### src/dpai_defines.svh
`ifndef DPAI_DEFINES_SVH
`define DPAI_DEFINES_SVH
// =====================================================
// block dimensions
`define DPAI_NUM_CH 4
`define DPAI_CH_IDX_W 2
`define DPAI_LVL_W 3
`define DPAI_CNT_W 16
`define DPAI_STATE_W 5
// =====================================================
// priority values
// level the cpu takes while its priority control is off
`define DPAI_LVL_LOWEST 3'h0
// =====================================================
// reset values
`define DPAI_FLAG_RST 1'h0
`define DPAI_CH_RST 2'h0
`endif

### src/dpai_pkg.sv
// =====================================================
// shared types
package dpai_pkg;
`include "dpai_defines.svh"
  // bus sequencer states, one-hot
  typedef enum logic [`DPAI_STATE_W-1:0] {
    st_idle = 5'h01,
    st_read = 5'h02,
    st_write = 5'h04,
    st_yield = 5'h08,
    st_release = 5'h10
  } dpai_state_t;
endpackage

### src/dpai_chan_gate.sv
`timescale 1ns/1ps
`include "dpai_defines.svh"
// =====================================================
// per-channel enable, pending request and cpu priority mask
module dpai_chan_gate (
  input wire logic clk_in,
  input wire logic rst_n_in,
  input wire logic [`DPAI_LVL_W-1:0] channel_priority_level_in,
  input wire logic [`DPAI_LVL_W-1:0] cpu_priority_level_in,
  input wire logic cpu_priority_ctrl_enable_in,
  input wire logic req_in,
  input wire logic enable_set_in,
  input wire logic enable_clr_in,
  input wire logic terminate_in,
  input wire logic grant_in,
  output logic eligible_out,
  output logic pending_out,
  output logic enable_out
);
  logic [`DPAI_LVL_W-1:0] eff_cpu_level; // cpu level as seen by the mask
  logic masked; // cpu currently outranks this channel
  logic pending_reg;
  logic enable_reg;

  assign eff_cpu_level = cpu_priority_ctrl_enable_in ? cpu_priority_level_in : `DPAI_LVL_LOWEST;
  assign masked = eff_cpu_level > channel_priority_level_in;
  assign eligible_out = pending_reg & enable_reg & ~masked;
  assign pending_out = pending_reg;
  assign enable_out = enable_reg;

  // transfer enable: software restart wins over a same-cycle end
  // counter end clears
  always_ff @(posedge clk_in) begin
    if (!rst_n_in) begin
      enable_reg <= `DPAI_FLAG_RST;
    end else if (enable_set_in) begin
      enable_reg <= 1'h1;
    end else if (enable_clr_in || terminate_in) begin
      enable_reg <= 1'h0;
    end
  end

  // pending request; a masked one simply waits here
  // masked request held
  always_ff @(posedge clk_in) begin
    if (!rst_n_in) begin
      pending_reg <= `DPAI_FLAG_RST;
    end else if (enable_clr_in) begin
      pending_reg <= 1'h0;
    end else if (grant_in) begin
      pending_reg <= req_in;
    end else if (req_in && enable_reg) begin
      pending_reg <= 1'h1;
    end
  end

  mask_hold_a: assert property (@(posedge clk_in) disable iff (!rst_n_in)
    pending_reg && masked && !enable_clr_in |=> pending_reg)
    else $error("masked request was lost");
  clr_drop_a: assert property (@(posedge clk_in) disable iff (!rst_n_in)
    enable_clr_in |=> !pending_reg)
    else $error("pending request survived disable");
  ctrl_off_a: assert property (@(posedge clk_in) disable iff (!rst_n_in)
    !cpu_priority_ctrl_enable_in && pending_reg && enable_reg |-> eligible_out)
    else $error("request masked with cpu control off");
  end_clear_a: assert property (@(posedge clk_in) disable iff (!rst_n_in)
    terminate_in && !enable_set_in |=> !enable_reg)
    else $error("enable kept after transfer end");
endmodule

### src/dpai_irq_chan.sv
`timescale 1ns/1ps
`include "dpai_defines.svh"
// =====================================================
// per-channel end flags and interrupt request levels
module dpai_irq_chan (
  input wire logic clk_in,
  input wire logic rst_n_in,
  input wire logic counter_zero_in,
  input wire logic size_error_in,
  input wire logic repeat_end_in,
  input wire logic src_overflow_in,
  input wire logic dst_overflow_in,
  input wire logic counter_end_irq_enable_in,
  input wire logic escape_irq_enable_in,
  input wire logic size_error_enable_in,
  input wire logic repeat_end_enable_in,
  input wire logic source_area_overflow_enable_in,
  input wire logic dest_area_overflow_enable_in,
  input wire logic counter_end_flag_clr_in,
  input wire logic escape_flag_clr_in,
  output logic terminate_out,
  output logic counter_end_flag_out,
  output logic escape_flag_out,
  output logic counter_end_irq_out,
  output logic escape_end_irq_out
);
  logic escape_hit; // any enabled escape cause this cycle
  logic cnt_flag_next;
  logic esc_flag_next;

  assign escape_hit = (size_error_in & size_error_enable_in) | (repeat_end_in & repeat_end_enable_in) |
                      (src_overflow_in & source_area_overflow_enable_in) |
                      (dst_overflow_in & dest_area_overflow_enable_in);
  assign terminate_out = counter_zero_in | escape_hit;
  // set on zero count while the end request is enabled; set beats clear
  assign cnt_flag_next = (counter_zero_in & counter_end_irq_enable_in) |
                         (counter_end_flag_out & ~counter_end_flag_clr_in);
  assign esc_flag_next = escape_hit | (escape_flag_out & ~escape_flag_clr_in);

  // flags and request levels; request tracks flag and enable
  always_ff @(posedge clk_in) begin
    if (!rst_n_in) begin
      counter_end_flag_out <= `DPAI_FLAG_RST;
      escape_flag_out <= `DPAI_FLAG_RST;
      counter_end_irq_out <= `DPAI_FLAG_RST;
      escape_end_irq_out <= `DPAI_FLAG_RST;
    end else begin
      counter_end_flag_out <= cnt_flag_next;
      escape_flag_out <= esc_flag_next;
      counter_end_irq_out <= cnt_flag_next & counter_end_irq_enable_in;
      escape_end_irq_out <= esc_flag_next & escape_irq_enable_in;
    end
  end

  cnt_set_a: assert property (@(posedge clk_in) disable iff (!rst_n_in)
    counter_zero_in && counter_end_irq_enable_in |=> counter_end_flag_out)
    else $error("counter end flag not set");
  esc_set_a: assert property (@(posedge clk_in) disable iff (!rst_n_in)
    escape_hit |=> escape_flag_out)
    else $error("escape flag not set");
  irq_level_a: assert property (@(posedge clk_in) disable iff (!rst_n_in)
    escape_end_irq_out == (escape_flag_out && $past(escape_irq_enable_in)))
    else $error("escape request does not follow flag");
endmodule

### src/dpai_top.sv
`timescale 1ns/1ps
`include "dpai_defines.svh"
// How it works
// - each channel and cpu hold levels
// - cpu above channel masks its request
// - equal or higher channel starts regardless
// - masked request waits, resumes on change
// - disabling a channel drops pending request
// - control off makes cpu lowest priority
// - read and write never split apart
// - block or burst runs back to back
// - channel change or steal alternates masters
// - arbitration enable alternates except pairs
// - external release pauses burst, then resumes
// - external access: bus released only after write cycle
// - internal access overlaps external release
// - two requests per channel, fixed order
// - end request from flag and enable
// - escape request shared by all causes
// - every cause has its own enable
// - zero count sets end flag when its end request is enabled
// - enabled cause sets escape flag
// - short count raises size error
// - finished repeat size raises repeat end
// - address beyond area raises overflow
// - zero count clears transfer enable
// - escape ends transfer and sets flag
module dpai_top (
  input wire logic clk_in,
  input wire logic rst_n_in,
  input wire logic [`DPAI_LVL_W-1:0] cpu_priority_level_in,
  input wire logic cpu_priority_ctrl_enable_in,
  input wire logic [`DPAI_NUM_CH*`DPAI_LVL_W-1:0] channel_priority_level_in,
  input wire logic [`DPAI_NUM_CH-1:0] chan_req_in,
  input wire logic [`DPAI_NUM_CH-1:0] transfer_enable_set_in,
  input wire logic [`DPAI_NUM_CH-1:0] transfer_enable_clr_in,
  input wire logic [`DPAI_NUM_CH-1:0] block_mode_in,
  input wire logic [`DPAI_NUM_CH-1:0] burst_auto_in,
  input wire logic [`DPAI_NUM_CH-1:0] repeat_mode_in,
  input wire logic onchip_master_req_in,
  input wire logic onchip_master_arbitration_enable_in,
  input wire logic ext_release_req_in,
  input wire logic dma_external_in,
  input wire logic bus_cycle_done_in,
  input wire logic [`DPAI_CNT_W-1:0] remaining_count_in,
  input wire logic [`DPAI_CNT_W-1:0] access_size_in,
  input wire logic [`DPAI_CNT_W-1:0] block_size_in,
  input wire logic repeat_size_done_in,
  input wire logic [`DPAI_NUM_CH-1:0] counter_zero_in,
  input wire logic [`DPAI_NUM_CH-1:0] src_overflow_in,
  input wire logic [`DPAI_NUM_CH-1:0] dst_overflow_in,
  input wire logic [`DPAI_NUM_CH-1:0] counter_end_irq_enable_in,
  input wire logic [`DPAI_NUM_CH-1:0] escape_irq_enable_in,
  input wire logic [`DPAI_NUM_CH-1:0] size_error_enable_in,
  input wire logic [`DPAI_NUM_CH-1:0] repeat_end_enable_in,
  input wire logic [`DPAI_NUM_CH-1:0] source_area_overflow_enable_in,
  input wire logic [`DPAI_NUM_CH-1:0] dest_area_overflow_enable_in,
  input wire logic [`DPAI_NUM_CH-1:0] counter_end_flag_clr_in,
  input wire logic [`DPAI_NUM_CH-1:0] escape_flag_clr_in,
  output logic [`DPAI_NUM_CH-1:0] transfer_enable_out,
  output logic [`DPAI_NUM_CH-1:0] pending_out,
  output logic [`DPAI_NUM_CH-1:0] counter_end_flag_out,
  output logic [`DPAI_NUM_CH-1:0] escape_flag_out,
  output logic [`DPAI_NUM_CH-1:0] counter_end_irq_out,
  output logic [`DPAI_NUM_CH-1:0] escape_end_irq_out,
  output logic dma_read_out,
  output logic dma_write_out,
  output logic [`DPAI_CH_IDX_W-1:0] active_chan_out,
  output logic onchip_grant_out,
  output logic ext_release_grant_out
);
  // =====================================================
  // declarations
  dpai_pkg::dpai_state_t state_reg; // bus sequencer state
  dpai_pkg::dpai_state_t state_next;
  logic [`DPAI_CH_IDX_W-1:0] chan_reg; // channel owning the current transfer
  logic [`DPAI_CH_IDX_W-1:0] chan_next;
  logic [`DPAI_NUM_CH-1:0] eligible; // pending, enabled and not masked
  logic [`DPAI_NUM_CH-1:0] grant_vec; // one-cycle take of a pending request
  logic [`DPAI_NUM_CH-1:0] terminate; // transfer end per channel
  logic [`DPAI_NUM_CH-1:0] size_error; // size error per channel
  logic [`DPAI_NUM_CH-1:0] repeat_end; // repeat end per channel
  logic [`DPAI_CH_IDX_W-1:0] first_ch; // lowest eligible channel
  logic any_elig; // some channel may start
  logic cont_mode; // current channel runs block or burst
  logic ext_pause; // release request meets an external dma access
  logic must_alternate; // next slot belongs to an on-chip master
  logic short_count; // remaining count below the next unit
  logic dma_read_reg;
  logic dma_write_reg;
  logic onchip_grant_reg;
  logic ext_release_grant_reg;
  logic [`DPAI_CH_IDX_W-1:0] active_chan_reg;

  // =====================================================
  // channel selection
  // lowest index wins among eligible; channels at or above the cpu
  // are not ranked against each other, so a fixed scan is enough
  always_comb begin
    any_elig = |eligible;
    first_ch = `DPAI_CH_RST;
    for (int i = `DPAI_NUM_CH - 1; i >= 0; i--) begin
      if (eligible[i]) begin
        first_ch = i[`DPAI_CH_IDX_W-1:0];
      end
    end
  end

  assign cont_mode = block_mode_in[chan_reg] | burst_auto_in[chan_reg];
  // only an external dma access conflicts with a bus release
  assign ext_pause = ext_release_req_in & dma_external_in;
  assign must_alternate = onchip_master_req_in & (~cont_mode | onchip_master_arbitration_enable_in |
                          ~eligible[chan_reg] | (first_ch != chan_reg));

  // =====================================================
  // escape causes computed here for the owning channel
  // count below unit size
  assign short_count = block_mode_in[chan_reg] ? (remaining_count_in < block_size_in)
                                               : (remaining_count_in < access_size_in);

  // causes only fire when the owner asks for its next transfer
  always_comb begin
    size_error = '0;
    repeat_end = '0;
    if (chan_req_in[chan_reg] && transfer_enable_out[chan_reg]) begin
      size_error[chan_reg] = short_count;
      repeat_end[chan_reg] = repeat_mode_in[chan_reg] & repeat_size_done_in;
    end
  end

  // =====================================================
  // per-channel gate and interrupt logic
  generate
    for (genvar g = 0; g < `DPAI_NUM_CH; g++) begin : g_chan
      dpai_chan_gate u_gate (
        .clk_in(clk_in),
        .rst_n_in(rst_n_in),
        .channel_priority_level_in(channel_priority_level_in[g*`DPAI_LVL_W +: `DPAI_LVL_W]),
        .cpu_priority_level_in(cpu_priority_level_in),
        .cpu_priority_ctrl_enable_in(cpu_priority_ctrl_enable_in),
        .req_in(chan_req_in[g]),
        .enable_set_in(transfer_enable_set_in[g]),
        .enable_clr_in(transfer_enable_clr_in[g]),
        .terminate_in(terminate[g]),
        .grant_in(grant_vec[g]),
        .eligible_out(eligible[g]),
        .pending_out(pending_out[g]),
        .enable_out(transfer_enable_out[g])
      );
      dpai_irq_chan u_irq (
        .clk_in(clk_in),
        .rst_n_in(rst_n_in),
        .counter_zero_in(counter_zero_in[g]),
        .size_error_in(size_error[g]),
        .repeat_end_in(repeat_end[g]),
        .src_overflow_in(src_overflow_in[g]),
        .dst_overflow_in(dst_overflow_in[g]),
        .counter_end_irq_enable_in(counter_end_irq_enable_in[g]),
        .escape_irq_enable_in(escape_irq_enable_in[g]),
        .size_error_enable_in(size_error_enable_in[g]),
        .repeat_end_enable_in(repeat_end_enable_in[g]),
        .source_area_overflow_enable_in(source_area_overflow_enable_in[g]),
        .dest_area_overflow_enable_in(dest_area_overflow_enable_in[g]),
        .counter_end_flag_clr_in(counter_end_flag_clr_in[g]),
        .escape_flag_clr_in(escape_flag_clr_in[g]),
        .terminate_out(terminate[g]),
        .counter_end_flag_out(counter_end_flag_out[g]),
        .escape_flag_out(escape_flag_out[g]),
        .counter_end_irq_out(counter_end_irq_out[g]),
        .escape_end_irq_out(escape_end_irq_out[g])
      );
    end
  endgenerate

  // =====================================================
  // bus sequencer next state
  always_comb begin
    state_next = state_reg;
    chan_next = chan_reg;
    case (state_reg)
      dpai_pkg::st_idle: begin
        // a paused burst owner gets first claim on the bus again
        if (cont_mode && eligible[chan_reg]) begin
          state_next = dpai_pkg::st_read;
        end else if (any_elig) begin
          state_next = dpai_pkg::st_read;
          chan_next = first_ch;
        end
      end
      dpai_pkg::st_read: begin
        if (bus_cycle_done_in) begin
          state_next = dpai_pkg::st_write;
        end
      end
      dpai_pkg::st_write: begin
        if (bus_cycle_done_in) begin
          if (ext_pause) begin
            state_next = dpai_pkg::st_release;
          end else if (must_alternate) begin
            state_next = dpai_pkg::st_yield;
          end else if (cont_mode && eligible[chan_reg]) begin
            state_next = dpai_pkg::st_read;
          end else if (any_elig) begin
            state_next = dpai_pkg::st_read;
            chan_next = first_ch;
          end else begin
            state_next = dpai_pkg::st_idle;
          end
        end
      end
      dpai_pkg::st_yield: begin
        // on-chip master holds the bus for one bus cycle
        if (bus_cycle_done_in) begin
          state_next = dpai_pkg::st_idle;
        end
      end
      dpai_pkg::st_release: begin
        if (!ext_release_req_in) begin
          state_next = dpai_pkg::st_idle;
        end
      end
      default: begin
        // illegal code recovers to idle
        state_next = dpai_pkg::st_idle;
      end
    endcase
  end

  // take the pending request as the read cycle starts
  always_comb begin
    grant_vec = '0;
    if (state_next == dpai_pkg::st_read && state_reg != dpai_pkg::st_read) begin
      grant_vec[chan_next] = 1'h1;
    end
  end

  // =====================================================
  // sequencer state registers
  always_ff @(posedge clk_in) begin
    if (!rst_n_in) begin
      state_reg <= dpai_pkg::st_idle;
      chan_reg <= `DPAI_CH_RST;
    end else begin
      state_reg <= state_next;
      chan_reg <= chan_next;
    end
  end

  // =====================================================
  // registered bus outputs, decoded from the next state
  // so they line up with the state register
  always_ff @(posedge clk_in) begin
    if (!rst_n_in) begin
      dma_read_reg <= 1'h0;
      dma_write_reg <= 1'h0;
      active_chan_reg <= `DPAI_CH_RST;
      onchip_grant_reg <= 1'h0;
      ext_release_grant_reg <= 1'h0;
    end else begin
      dma_read_reg <= state_next == dpai_pkg::st_read;
      dma_write_reg <= state_next == dpai_pkg::st_write;
      active_chan_reg <= chan_next;
      onchip_grant_reg <= (state_next == dpai_pkg::st_yield) |
                          ((state_next == dpai_pkg::st_idle) & onchip_master_req_in);
      ext_release_grant_reg <= ext_release_req_in & (~dma_external_in |
                               ((state_next != dpai_pkg::st_read) & (state_next != dpai_pkg::st_write)));
    end
  end

  assign dma_read_out = dma_read_reg;
  assign dma_write_out = dma_write_reg;
  assign active_chan_out = active_chan_reg;
  assign onchip_grant_out = onchip_grant_reg;
  assign ext_release_grant_out = ext_release_grant_reg;

  // =====================================================
  // checks on the sequencer
  // read then write
  rw_pair_a: assert property (@(posedge clk_in) disable iff (!rst_n_in)
    dma_read_out && bus_cycle_done_in |=> dma_write_out && !onchip_grant_out)
    else $error("read not followed by its write");
  rel_after_wr_a: assert property (@(posedge clk_in) disable iff (!rst_n_in)
    ext_release_grant_out && dma_external_in |-> !dma_read_out && !dma_write_out)
    else $error("external bus released inside a transfer");
  burst_hold_a: assert property (@(posedge clk_in) disable iff (!rst_n_in)
    dma_write_out && bus_cycle_done_in && cont_mode && eligible[chan_reg] && !ext_pause && !must_alternate
    |=> dma_read_out && !onchip_grant_out)
    else $error("burst transfer was broken up");
  steal_alt_a: assert property (@(posedge clk_in) disable iff (!rst_n_in)
    dma_write_out && bus_cycle_done_in && !cont_mode && onchip_master_req_in && !ext_pause
    |=> onchip_grant_out ##1 !dma_read_out)
    else $error("cycle steal did not yield the bus");
  arb_alt_a: assert property (@(posedge clk_in) disable iff (!rst_n_in)
    dma_write_out && bus_cycle_done_in && onchip_master_arbitration_enable_in && onchip_master_req_in
    && !ext_pause |=> onchip_grant_out)
    else $error("arbitration enable did not alternate");
  rel_pause_a: assert property (@(posedge clk_in) disable iff (!rst_n_in)
    dma_write_out && bus_cycle_done_in && ext_pause |=> ext_release_grant_out && !dma_read_out)
    else $error("release not inserted after write");
  int_overlap_a: assert property (@(posedge clk_in) disable iff (!rst_n_in)
    ext_release_req_in && !dma_external_in |=> ext_release_grant_out)
    else $error("release withheld during internal access");
  mask_block_a: assert property (@(posedge clk_in) disable iff (!rst_n_in)
    grant_vec != '0 |-> (grant_vec & ~eligible) == '0)
    else $error("masked channel was started");
  size_err_a: assert property (@(posedge clk_in) disable iff (!rst_n_in)
    chan_req_in[chan_reg] && transfer_enable_out[chan_reg] && short_count && size_error_enable_in[chan_reg]
    |=> escape_flag_out[$past(chan_reg)])
    else $error("size error did not raise the escape flag");
endmodule

### config.mk
export PLATFORM = sky130hd
export DESIGN_NAME = dpai_top
export DESIGN_NICKNAME = d
export VERILOG_FILES = /design/src/dpai_pkg.sv /design/src/dpai_chan_gate.sv /design/src/dpai_irq_chan.sv /design/src/dpai_top.sv
export VERILOG_INCLUDE_DIRS = /design/src
export SDC_FILE = /design/constraint.sdc
export NUM_CORES = 1
export LEC_CHECK = 0
export BUFFER_PORTS_ARGS = -buffer_cell sky130_fd_sc_hd__buf_4
export CAP_MARGIN = 20
export CORE_UTILIZATION = 42
export DETAILED_ROUTE_END_ITERATION = 10
export MAX_ROUTING_LAYER = met4
export PLACE_DENSITY_LB_ADDON = 0.15
export RECOVER_POWER = 25
export SYNTH_ARGS = -nofsm -noshare
export SYNTH_HDL_FRONTEND = slang
export SYNTH_SLANG_ARGS = --single-unit
### constraint.sdc
create_clock -name clk_in -period 2.55 [get_ports clk_in]
set_input_delay 0.1275 -clock clk_in [delete_from_list [all_inputs] [get_ports clk_in]]
set_output_delay 0.1275 -clock clk_in [all_outputs]
set_load 0.01 [all_outputs]
* After elaboration in Yosys (flattened, before gate mapping)
Index checks and enable logic that the tools add are counted.
Word-level totals: register bits 35, logic and storage cells 235, bits of input ports 140
Operators by class: eq/ne operators 13, multiplexer cells 58, reductions and logical operators 26, order comparisons 10, bitwise operators 98
Operators by type and width (count):
- 1-bit AND | 50
- 5-bit two-way mux | 7
- 16-bit < comparator | 2
- 1-bit OR | 30
- 1-bit two-way mux | 25
- 5-bit one-hot mux with 5 select lines | 1
- 2-bit two-way mux | 11
- 4-bit two-way mux | 4
- 1-bit NOT | 16
- 2-bit nonzero test | 8
- 1-bit binary-select mux with 2-bit select | 6
- 3-bit > comparator | 4
- 5-bit by 1-bit == test with 1-bit output (second input constant) | 2
- 5-bit by 2-bit == test with 1-bit output (second input constant) | 2
- 5-bit by 3-bit == test with 1-bit output (second input constant) | 2
- 5-bit by 4-bit == test with 1-bit output (second input constant) | 2
- 5-bit by 2-bit != test with 1-bit output (second input constant) | 2
- 1-bit logical AND | 9
- 4-bit AND | 2
- 2-bit OR reduction | 4
- 2-bit by 3-bit < comparator with 1-bit output (second input constant) | 2
- 5-bit == test (second input constant) | 1
- 5-bit by 3-bit != test with 1-bit output (second input constant) | 1
- 1-bit demux with 2-bit select | 2
- other kinds (6) | 10

* Longest topological paths before layout
Gate-level depths: netlist of run 1.
depth in word-level cells 21, mapped depth 12, mapped depth without buffers 11

* Modules after synthesis
A second synthesis of run 1 with hierarchy kept.
Unflattened totals: cells, all modules 392, area total of the unflattened synthesis 3169.3 um2
Modules (own cells, without submodules):
- dpai_top | instances 1, area an instance 1747.9 um2, cells an instance 232
- dpai_irq_chan | instances 4, area an instance 185.2 um2, cells an instance 17
- dpai_chan_gate | instances 4, area an instance 170.2 um2, cells an instance 23

* Worst setup path before layout of run 1
Ideal clock, no wire load.
path kind input to register, start input port cpu_priority_ctrl_enable_in, end register g_chan[1].u_gate.pending_reg, path buffers 1, required time 2459 ps, cell stages on the path 12, setup slack -48 ps, arrival time 2507 ps, setup time 91 ps, cell sequence buf_6 nand2_1 ha_1 o21ai_1 and3_1 or4_4 and2_2 a211oi_1 mux2_1 nand4_2 a21oi_1 a311oi_1
Between the ends: cells in the longest elaborated chain, start to end 21
RTL lines:
- start: declaration | line dpai_top.sv:32 | input wire logic cpu_priority_ctrl_enable_in,
- 3-bit two-way mux (no source line) (*)
- 3-bit > comparator | line dpai_chan_gate.sv:26 | assign masked = eff_cpu_level > channel_priority_level_in;
- 1-bit NOT | line dpai_chan_gate.sv:27 | assign eligible_out = pending_reg & enable_reg & ~masked;
- 1-bit AND | line dpai_chan_gate.sv:27
- 2-bit two-way mux (4 in a row) | line dpai_top.sv:103 | if (eligible[i]) begin
- 2-bit != test | line dpai_top.sv:113 | ~eligible[chan_reg] | (first_ch != chan_reg));
- 1-bit OR | line dpai_top.sv:113
- 1-bit AND | line dpai_top.sv:112 | assign must_alternate = onchip_master_req_in & (~cont_mode | onchip_master_arbitration_enable_in |
- [2 not listed]
- 2-bit two-way mux | line dpai_top.sv:196 | if (bus_cycle_done_in) begin
- 2-bit one-hot mux with 2 select lines | line dpai_top.sv:180 | case (state_reg)
- 2-bit by 3-bit < comparator with 1-bit output (implied by the code) or 2-bit by 1-bit >= comparator with 1-bit output (tied branches) | line dpai_top.sv:233 | grant_vec[chan_next] = 1'h1;
- 1-bit logical AND (implied by the code) | line dpai_top.sv:233
- 1-bit two-way mux (implied by the code) | line dpai_top.sv:233
- 1-bit demux with 2-bit select | line dpai_top.sv:233
- 4-bit two-way mux (*) | line dpai_top.sv:232 | if (state_next == dpai_pkg::st_read && state_reg != dpai_pkg::st_read) begin
- 1-bit two-way mux or 2-bit nonzero test (tied branches)
- end signal: assignment | line dpai_chan_gate.sv:47 | pending_reg <= `DPAI_FLAG_RST;
- end signal: assignment | line dpai_chan_gate.sv:51 | pending_reg <= req_in;
- end: declaration | line dpai_chan_gate.sv:22 | logic pending_reg;
Every way passes the cells marked *; elsewhere a longest branch is shown, timed or not. The select of a mux whose other input is x is not followed. A chain may end at the register's enable or synchronous reset.

==> results of run 1 <==
-- worst max path at each step --
stage | startpoint | to | slack [ns] | cells past startpoint
after detailed placement | cpu_priority_level_in[0] | g_chan[0].u_gate.pending_out | -0.13 | 12
after CTS | active_chan_out[0] | g_chan[0].u_gate.pending_out | 0.03 | 8
after global placement | cpu_priority_level_in[0] | g_chan[1].u_gate.pending_out | -0.03 | 12
after global routing | active_chan_out[0] | g_chan[0].u_gate.pending_out | 0.01 | 7
after floorplan | cpu_priority_ctrl_enable_in | g_chan[1].u_gate.pending_out | 0.03 | 12
final | active_chan_out[0] | g_chan[0].u_gate.pending_out | 0.12 | 7
-- placed cells by master, fill, tap and decap left out, types with 6 or more instances in the layout --
master,netlist,layout
a211oi_1,10,8
a21o_1,9,9
a21oi_1,30,30
a22oi_1,6,6
buf_4,25,178
clkbuf_1,3,11
dfxtp_1,35,35
ha_1,34,33
inv_1,44,44
nand2_1,33,32
nand2b_1,12,12
nand3_1,19,19
nand4_1,9,9
nor2_1,24,24
nor2b_1,7,7
nor3_1,6,6
nor3b_1,6,6
o21ai_0,18,18
-- what timing repair did --
action | 4_1_cts | 5_1_grt
hold buffers | 0 | 0
setup endpoints to repair | 0 | 3
buffers inserted | 0 | 1
endpoints found under the hold margin | 0 | 0
resized for setup | 0 | 6
-- power groups by stage --
| stage | Sequential [uW] | Combinational (uW) | Clock, uW |
|---|---|---|---|
| floorplan | 596 | 261 | 0 |
| global route | 585 | 583 | 429 |
| detailed placement | 595 | 524 | 0 |
| global placement | 595 | 511 | 0 |
| CTS | 582 | 526 | 407 |
| finish | 582 | 523 | 397 |
-- layout make-up --
type | instances | area share, %
Multi-Input combinational cell | 309 | 47.74
Timing Repair Buffer | 187 | 29.24
Sequential cell | 35 | 14.95
Inverter | 46 | 3.685
Tap cell | 99 | 2.644
Clock buffer | 7 | 1.629
Clock inverter | 1 | 0.1068
-- metal layers --
| layer | up-vias | routed length, um |
|---|---|---|
| met2 | 139 | 5120 |
| met1 | 1640 | 4076 |
| met3 | 17 | 713 |
| met4 | 0 | 174 |
| met5 | - | 0 |
| li1 | 1837 | - |
-- worst register-to-register path: stages (launching register included) --
cell       delay [ns]
dfxtp_1          0.36
mux4_2           0.55
a211o_1          0.30
o2111ai_1        0.11
or3b_4           0.43
mux2i_4          0.20
a21boi_2         0.18
a311oi_2         0.21
-- kinds of logic after synthesis --
kind of cell               count (synthesis)
buffers and inverters                     79
and+or+nand+nor                          143
xor gates and xnor gates                   5
AOI/OAI and AO/OA                        121
DFF                                       35
adders and majority gates                 34
muxes                                      6
-- stage by stage --
stage               utilization, %  hold WS (ns)  instances  total power, uW  setup TNS, ns
finish                       62.92       0.03743        684             1502              0
floorplan                        -        0.2163        423            856.7              0
detailed placement           61.78        0.3398        675             1119        -0.4775
CTS                          62.87       0.02685        683             1516              0
global route                 62.92       0.02852        684             1597              0
global placement             61.78        0.3192        675             1107       -0.05016
==> results_dict.tcl, run 1 <==
set metrics [dict create \
    p_seq_share_pct 38.8 \
    core_area_sq_um 7447 \
    r2r_start "active_chan_out[0]" \
    slowest_stage "mux4_2" \
    synthTopCellsByArea "dfxtp_1 21%, ha_1 13%, buf_4 5.7%, inv_1 5.0%, a21oi_1 4.5%" \
    track_usage_pct 24.93 \
    first_pass_iters 5 \
    ys_dominant_reg_cell "dfxtp_1" \
    num_vias 3633 \
    fin_ws_ns 0.1220 \
    p_per_area_nw_per_um2 320.6 \
    fillers 699 \
    reg2reg_to "g_chan[0].u_gate.pending_out" \
    row_count 31 \
    port_buffers 169 \
    finClkSkew_ns 0.001895 \
    yosysMostFrequentCell "inv_1" \
    timing.fmax_mhz 411.9 \
    slew_headroom_pct 51.55 \
    synth_top_family_by_area "compound AO/OA/AOI/OAI gates" \
    synthAdderAreaFrac_pct 12.87 \
    area_growth_pct 41.75 \
    grtUsageMet3_pct 4.966 \
    routed_wl_um 10090 \
    reg2reg_depth 7 \
    ys_types 68 \
    synth-simple-area-share_pct 23.16 \
    pwr-share-comb_pct 34.8 \
    start_util_pct 44.39 \
    path_cells "mux4_2 > a211o_1 > o2111ai_1 > or3b_4 > mux2i_4 > a21boi_2 > a311oi_2" \
    multi_input_area_sq_um 2237 \
    ir_drop_mv 0.2353 \
    dp_hpwl_um 8320 \
    cap_violations 0 \
    ys_seq_elements 35 \
    ant_nets 0 \
    synth-edff-count 0 \
    die_area_sq_um 8229 \
    crit_family "compound AO/OA/AOI/OAI gates" \
    antenna_found_initial 0 \
    period_needed_ns 2.428 \
    p_sw_share_pct 30.23 \
    cts_root_buf "clkbuf_8" \
    hold_depth 3 \
    synth.cells.most_frequent "44 x inv_1, 35 x dfxtp_1, 34 x ha_1, 33 x nand2_1, 30 x a21oi_1" \
    htree_levels 2 \
    min_to "g_chan[2].u_gate.enable_out" \
    grt_pass1_vias 3457 \
    ioPinCount 170 \
    diodes 0 \
    worst_slew_pin_slew_ns 0.7268 \
    hp-start "transfer_enable_set_in[2]" \
    die_h_um 90.72 \
    cp_data_required_time_ns 2.75 \
    largest_reg_flops 5 \
    setup_violations 0 \
    cp_num_buf_inv 0 \
    arrival_ns 2.63 \
    use_met1_pct 29.43 \
    final_nets 758 \
    synth-async-reset-ratio_pct 0 \
    grt_pass1_wl_um 16270 \
    clock_latency_ns 0.29 \
    grt_max_degree 19 \
    netlist_instances 423 \
    cp_max_fo 3 \
    yosys.area.top_type "dfxtp_1" \
    path_clk_slew_ns 0.07 \
    hp-class "in -> reg" \
    syn_nets 597 \
    crit_path_max_incr_delay_ns 0.55 \
    crit_path_end_kind "register" \
    leakage_uw 0.002286 \
    layout-drive-gt1-share_pct 36.58 \
    synth-compound-area-share_pct 26.84 \
    drv_slew 0 \
    avgRoutedWirePerCell_um 14.74 \
    critPathLaunchType "register" \
    p_int_uw 1048 \
    clockPowerShare_pct 26.4 \
    cts.sinks 35 \
    placed_cell_area_sq_um 4601 \
    seqCellArea_sq_um 700.7 \
    grt.busiest_layer "met2" \
    die-width_um 90.72 \
    avgViaCountPerCell 5.311 \
    ys_seq_area_share_pct 21.20 \
    avgSynthCellArea_sq_um 7.815 \
    period_share_pct 95.22 \
    status "finished clean" \
    criticalPathCategory "reg -> reg" \
    yosysWarnings 0 \
    cts_buffers 5 \
    drc 0 \
    p_sw_uw 454.2 \
    gp_congestion 0.8419 \
    synthXorXnorAreaFrac_pct 1.325 \
    grt_overflow_total 0 \
    synthMuxAreaShare_pct 2.271 \
    cts_max_path_buffers 2 \
    reg2reg_slack_ns 0.12 \
    rsz0062_at_grt "false" \
    cts_tree "yes" \
    drt_iter0_drc 140 \
    globalRouteMet2Util_pct 43.50 \
    synth_top_area_share_pct 21.20 \
    final_area_sq_um 4686 \
    post-place-ws_ns -0.1295 \
    hold_viol 0 \
    synthesis.area_sq_um 3306 \
]
Note: power is estimated with default switching activity, not from simulation.
==> run 2: changes to the inputs <==
- ABC_AREA: default -> 1
- CORE_UTILIZATION: 42 -> 41
==> run 2 against run 1 <==
Maximum frequency increased by 6.8%. Register-to-register slack improved by 0.15 ns. Highest routed layer unchanged. Flip-flop and latch count unchanged. First-iteration DRC count decreased by 17%. Combinational power increased by 0.8%. Power increased by 8.1%.
==> results_dict.tcl, run 2 <==
set metrics [dict create \
    status "finished clean" \
    setup_tns_ns 0 \
    synthAdderAreaFrac_pct 13.57 \
    synthTopCellsByArea "dfxtp_1 22%, ha_1 14%, inv_1 11%, nand2_1 9.9%, nor2_1 5.9%" \
    dp_hpwl_um 7816 \
    ioPinCount 170 \
    hold_viol 0 \
    synth.cells.most_frequent "90 x inv_1, 83 x nand2_1, 49 x nor2_1, 35 x dfxtp_1, 34 x ha_1" \
    htree_levels 2 \
    criticalPathCategory "reg -> reg" \
    setup_violations 0 \
    grt_pass1_vias 3414 \
    cp_num_buf_inv 0 \
    gp_congestion 0.8755 \
    p_int_uw 1137 \
    ir_drop_mv 0.3880 \
    hold_slack_ns 0.03919 \
    worst_slew_pin_slew_ns 0.7817 \
    cts.sinks 35 \
    pwr-share-comb_pct 32.5 \
    cts_max_path_buffers 2 \
    grt.busiest_layer "met2" \
    largest_reg_flops 5 \
    slew_headroom_pct 47.83 \
    port_buffers 169 \
    use_met1_pct 28.90 \
    p_sw_share_pct 30.02 \
    drt_iter0_drc 116 \
    synthMuxAreaShare_pct 0 \
    synth-async-reset-ratio_pct 0 \
    crit_path_max_incr_delay_ns 0.39 \
    cts_setup_buffers 0 \
    drv_slew 0 \
    area_growth_pct 41.08 \
    core_area_sq_um 7331 \
    path_cells "nor2_2 > nand2_1 > nand2_2 > nor2_2 > nand2_2 > nand2_2 > nor2_4 > nand2_2 > nor2_2 > nand2_2 > nand2_4 > nand3_2 > a21oi_4 > nand3_1 > o21bai_1 > a21oi_1" \
    avgViaCountPerCell 4.768 \
    grtUsageMet3_pct 4.063 \
    hp-class "in -> reg" \
    start_util_pct 42.75 \
    syn_nets 647 \
    synthesis.area_sq_um 3134 \
    die_area_sq_um 7998 \
    path_clk_slew_ns 0.08 \
    clockPowerShare_pct 31.2 \
    final_cell_mix "160 x buf_4, 90 x inv_1, 83 x nand2_1" \
    finClkSkew_ns 0.009042 \
    track_usage_pct 24.44 \
    yosysWarnings 0 \
    cts_hold_buffers 0 \
    synth-simple-area-share_pct 30.90 \
    synth_top_area_share_pct 22.36 \
    period_needed_ns 2.273 \
    diodes 0 \
    rsz0062_at_grt "false" \
    synth-compound-area-share_pct 15.41 \
    avgRoutedWirePerCell_um 12.56 \
    layout-drive-gt1-share_pct 33.76 \
    synthXorXnorAreaFrac_pct 0 \
    avgSynthCellArea_sq_um 6.626 \
    final_common_cell "buf_4" \
    crit_path_end_kind "register" \
    cap_violations 0 \
    arrival_ns 2.46 \
    ys_seq_elements 35 \
    row_count 31 \
    p_per_area_nw_per_um2 367.3 \
    cts_resized 0 \
    cts_buffers 5 \
    timing.fmax_mhz 439.9 \
    leakage_uw 0.002401 \
    crit_top_cell "nand2_2" \
    die-width_um 89.43 \
    grt_max_degree 27 \
    ys_dominant_reg_cell "dfxtp_1" \
    ys_types 40 \
    netlist_instances 473 \
    period_share_pct 89.14 \
    globalRouteMet2Util_pct 41.98 \
    p_sw_uw 487.6 \
    grt_pass1_wl_um 14610 \
    num_vias 3452 \
    routed_wl_um 9094 \
    synth_top_family_by_area "simple AND/OR/NAND/NOR gates" \
    cp_data_required_time_ns 2.74 \
    ys_seq_area_share_pct 22.36 \
    cp_max_fo 7 \
    p_seq_share_pct 36.4 \
    final_nets 798 \
    ant_nets 0 \
    crit_family "simple AND/OR/NAND/NOR gates" \
    die_h_um 89.43 \
    yosysMostFrequentCell "inv_1" \
    drc 0 \
    antenna_found_initial 0 \
    first_pass_iters 4 \
    grt_overflow_total 0 \
    clock_latency_ns 0.29 \
    cts_root_buf "clkbuf_8" \
    critPathLaunchType "register" \
    synth-edff-count 0 \
    yosys.area.top_type "dfxtp_1" \
    slowest_stage "dfxtp_1" \
    cts_tree "yes" \
]
==> run 2: changes by cell type in the layout (fill, tap and decap cells not counted), moves of 6 or more <==
cell	previous run	this run
buf_4	178	160
a21o_1	9	0
nand2_2	2	18
nand4_1	9	15
nor2b_1	7	0
nand2b_1	12	0
a211oi_1	8	2
nor2_1	24	49
o21ai_0	18	9
inv_1	44	90
nand2_1	32	83
==> run 2: path summary, 6_finish.rpt <==
kind / slack (ns) / start / to / depth (start not counted)
worst min-delay path: 0.04 / dma_external_in / ext_release_grant_out / 2
worst min register to register: 0.49 / g_chan[1].u_gate.pending_out / g_chan[1].u_gate.pending_out / 2
worst max-delay path: 0.28 / active_chan_out[0] / g_chan[2].u_gate.pending_out / 16
worst max register to register: 0.28 / active_chan_out[0] / g_chan[2].u_gate.pending_out / 16
==> run 2: cells by family after synthesis <==
| logic type | after synthesis |
|---|---|
| flops | 35 |
| compound gates | 74 |
| fa+ha+maj | 34 |
| buf+inv | 124 |
| simple gates | 206 |
==> run 2: layer usage <==
metal / vias up / wire length (um) / share of wire (%)
met1: 1492 / 4031 / 44
met5: - / 0 / 0
li1: 1812 / - / -
met3: 17 / 597 / 6.6
met2: 131 / 4264 / 47
met4: 0 / 201 / 2.2
==> run 2: final cells by class <==
class                      instances  area [sq um]
clock buffer                       5         68.82
multi-input combinational        314          1877
sequential                        35         700.7
clock inverter                     3         43.79
fill                             727          2909
tap                               99         123.9
inverter                          98         369.1
timing repair buffer             170          1239
==> run 2: power by group through the flow <==
stage	clock network (uW)	registers [uW]	logic, uW
3_5_place_dp	0	603	535
3_3_place_gp	0	603	523
5_1_grt	548	595	597
4_1_cts	519	591	538
6_report	506	591	527
2_1_floorplan	0	601	285
==> run 2: per-stage QoR <==
step	area (sq um)	std cells	util (%)	setup WS (ns)	power, uW
2_1_floorplan	3134	473	-	0.4245	886.0
3_3_place_gp	4347	716	59.29	0.1861	1125
3_5_place_dp	4347	716	59.29	0.06863	1139
4_1_cts	4459	724	60.83	0.2728	1648
5_1_grt	4422	724	60.32	0.03864	1740
6_report	4422	724	60.32	0.2769	1624
==> run 2: worst reg2reg max path, stage by stage, from the launching register on <==
cell	delay [ns]
dfxtp_1	0.39
nor2_2	0.34
nand2_1	0.11
nand2_2	0.09
nor2_2	0.05
nand2_2	0.05
nand2_2	0.07
nor2_4	0.13
nand2_2	0.06
nor2_2	0.10
nand2_2	0.07
nand2_4	0.09
nand3_2	0.13
a21oi_4	0.18
nand3_1	0.10
o21bai_1	0.14
a21oi_1	0.07
==> run 3: changes to the inputs <==
--- a/config.mk
+++ b/config.mk
@@ -10,4 +10,5 @@
 export BUFFER_PORTS_ARGS = -buffer_cell sky130_fd_sc_hd__buf_4
 export CAP_MARGIN = 20
+export CORE_MARGIN = 5
 export CORE_UTILIZATION = 41
 export DETAILED_ROUTE_END_ITERATION = 10
==> constraint.sdc (replaced) <==
create_clock -name clk_in -period 2.55 [get_ports clk_in]
set_input_delay 0.255 -clock clk_in [delete_from_list [all_inputs] [get_ports clk_in]]
set_output_delay 0.255 -clock clk_in [all_outputs]
set_load 0.01 [all_outputs]
==> run 3 against run 2 <==
Via count rose by 0.81%. Clock power shrank 22%. Wire length up 6.5%. Worst setup slack improved by 0.018 ns. Die area up 19%. Count of clock-buffer cells in the layout grew 1. Hold slack improved by 0.14 ns. Combinational power is essentially flat. First-iteration DRC count is 1.7% higher. Critical path type unchanged. Largest cell class unchanged. Largest power group unchanged.
==> results_dict.tcl, run 3 (synthesis results as in run 2) <==
set metrics [dict create \
    drv_slew 0 \
    antenna_found_initial 0 \
    p_per_area_nw_per_um2 344.8 \
    setup_tns_ns 0 \
    grt_max_degree 27 \
    avgRoutedWirePerCell_um 13.34 \
    cp_max_fo 7 \
    drt_iter0_drc 118 \
    reg2reg_depth 19 \
    row_count 31 \
    ant_nets 0 \
    die_h_um 97.43 \
    grt_pass1_vias 3581 \
    path_cells "nand2_2 > inv_2 > nand2_1 > nand2_2 > nor2_2 > nand2_2 > nand2_2 > nor2_4 > nand2_2 > nor2_2 > nand2_2 > nand2_4 > nand2_2 > nand2_1 > nand3_1 > nand2_2 > nand3_1 > o21bai_1 > a21oi_1" \
    grt_pass1_wl_um 16100 \
    critPathLaunchType "register" \
    clock_latency_ns 0.29 \
    routed_wl_um 9686 \
    die-width_um 97.43 \
    crit_top_cell "nand2_2" \
    setup_violations 0 \
    period_share_pct 88.42 \
    postLayoutCoreUtil_pct 59.99 \
    cts_setup_buffers 0 \
    crit_path_max_incr_delay_ns 0.54 \
    worst_slew_pin_slew_ns 0.8065 \
    layout-drive-gt1-share_pct 33.33 \
    path_clk_slew_ns 0.07 \
    grt.busiest_layer "met2" \
    cts_max_path_buffers 2 \
    arrival_ns 2.44 \
    hold_slack_ns 0.1784 \
    cap_violations 0 \
    period_needed_ns 2.255 \
    port_buffers 169 \
    largest_reg_flops 5 \
    rsz0062_at_grt "false" \
    avgViaCountPerCell 4.793 \
    cp_data_required_time_ns 2.73 \
    cts_hold_buffers 0 \
    final_nets 800 \
    gp_congestion 0.8663 \
    drc 0 \
    hold_viol 0 \
    slowest_stage "dfxtp_1" \
    start_util_pct 42.75 \
    globalRouteMet2Util_pct 35.64 \
    final_cell_mix "159 x buf_4, 90 x inv_1, 83 x nand2_1" \
    r2r_start "active_chan_out[1]" \
    final_common_cell "buf_4" \
    status "finished clean" \
    ir_drop_mv 0.3234 \
    die_area_sq_um 9493 \
    timing.fmax_mhz 443.5 \
    reg2reg_slack_ns 0.30 \
    leakage_uw 0.002380 \
    grtUsageMet3_pct 4.092 \
    cts_root_buf "clkbuf_8" \
    endpoint "g_chan[2].u_gate.pending_out" \
    htree_levels 2 \
    cts_resized 0 \
    track_usage_pct 20.88 \
    first_pass_iters 4 \
    cts.sinks 35 \
    num_vias 3480 \
    finClkSkew_ns 0.007545 \
    cts_buffers 5 \
    use_met1_pct 25.51 \
    area_growth_pct 40.32 \
    hp-class "in -> reg" \
    placed_cell_area_sq_um 4362 \
    diodes 0 \
    criticalPathCategory "reg -> reg" \
    grt_overflow_total 0 \
    dp_hpwl_um 8435 \
    dpl.cell_count 718 \
    crit_path_end_kind "register" \
    reg2reg_to "g_chan[2].u_gate.pending_out" \
    core_area_sq_um 7331 \
    ioPinCount 170 \
    slew_headroom_pct 46.17 \
    final_area_sq_um 4398 \
    layout.cells.non_filler 726 \
    cts_tree "yes" \
    setup.worst_path.start "active_chan_out[1]" \
]
[run 3: cell types whose count changed in the layout (fill, tap and decap cells not counted), sizes merged]
cell,previous run,this run
bufinv,1,0
clkinv,4,3
clkinvlp,0,1
clkbuf,15,19
buf,160,159
[run 3: worst min-delay path by stage]
stage / startpoint / end / slack (ns) / cells after the start
global placement: dma_external_in / ext_release_grant_out / 0.46 / 2
detailed placement: g_chan[3].u_gate.pending_out / g_chan[3].u_gate.pending_out / 0.47 / 2
finish: dma_external_in / ext_release_grant_out / 0.18 / 2
floorplan: rst_n_in / state_reg[0] / 0.32 / 1
CTS: dma_external_in / ext_release_grant_out / 0.16 / 2
global route: dma_external_in / ext_release_grant_out / 0.17 / 2
[run 3: worst max-delay path: cells and delay by family, from the launching register on]
kind / cells / cell delay (ns)
compound gates: 2 / 0.20
buf+inv: 1 / 0.15
simple gates: 16 / 1.27
flops: 1 / 0.54
[run 3: stage by stage]
stage | total power [uW] | setup WS [ns]
floorplan | 886.0 | 0.2970
detailed placement | 1143 | 0.03162
finish | 1517 | 0.2954
global route | 1628 | 0.05248
global placement | 1130 | 0.08400
CTS | 1542 | 0.3149
[run 3: cell type report]
type | instances | area [sq um]
clock buffers | 6 | 72.57
multi-input cells | 314 | 1877
well taps | 99 | 123.9
flip-flops and latches | 35 | 700.7
inverters | 98 | 369.1
fillers | 718 | 2933
repair buffers | 172 | 1242
clock inverters | 2 | 12.51
[run 3: layer usage]
layer	wire length, um	vias to the layer above	part of all wire (%)
met4	100	0	1.0
met2	4571	125	47
met5	0	-	0
met3	568	6	5.9
met1	4446	1536	46
li1	-	1813	-
[run 3: power by group]
group          leakage (uW)  internal, uW  switching, uW  total (uW)
combinational       0.00205           275            255         530
sequential         0.000287           572           19.3         591
clock             0.0000412           191            204         395
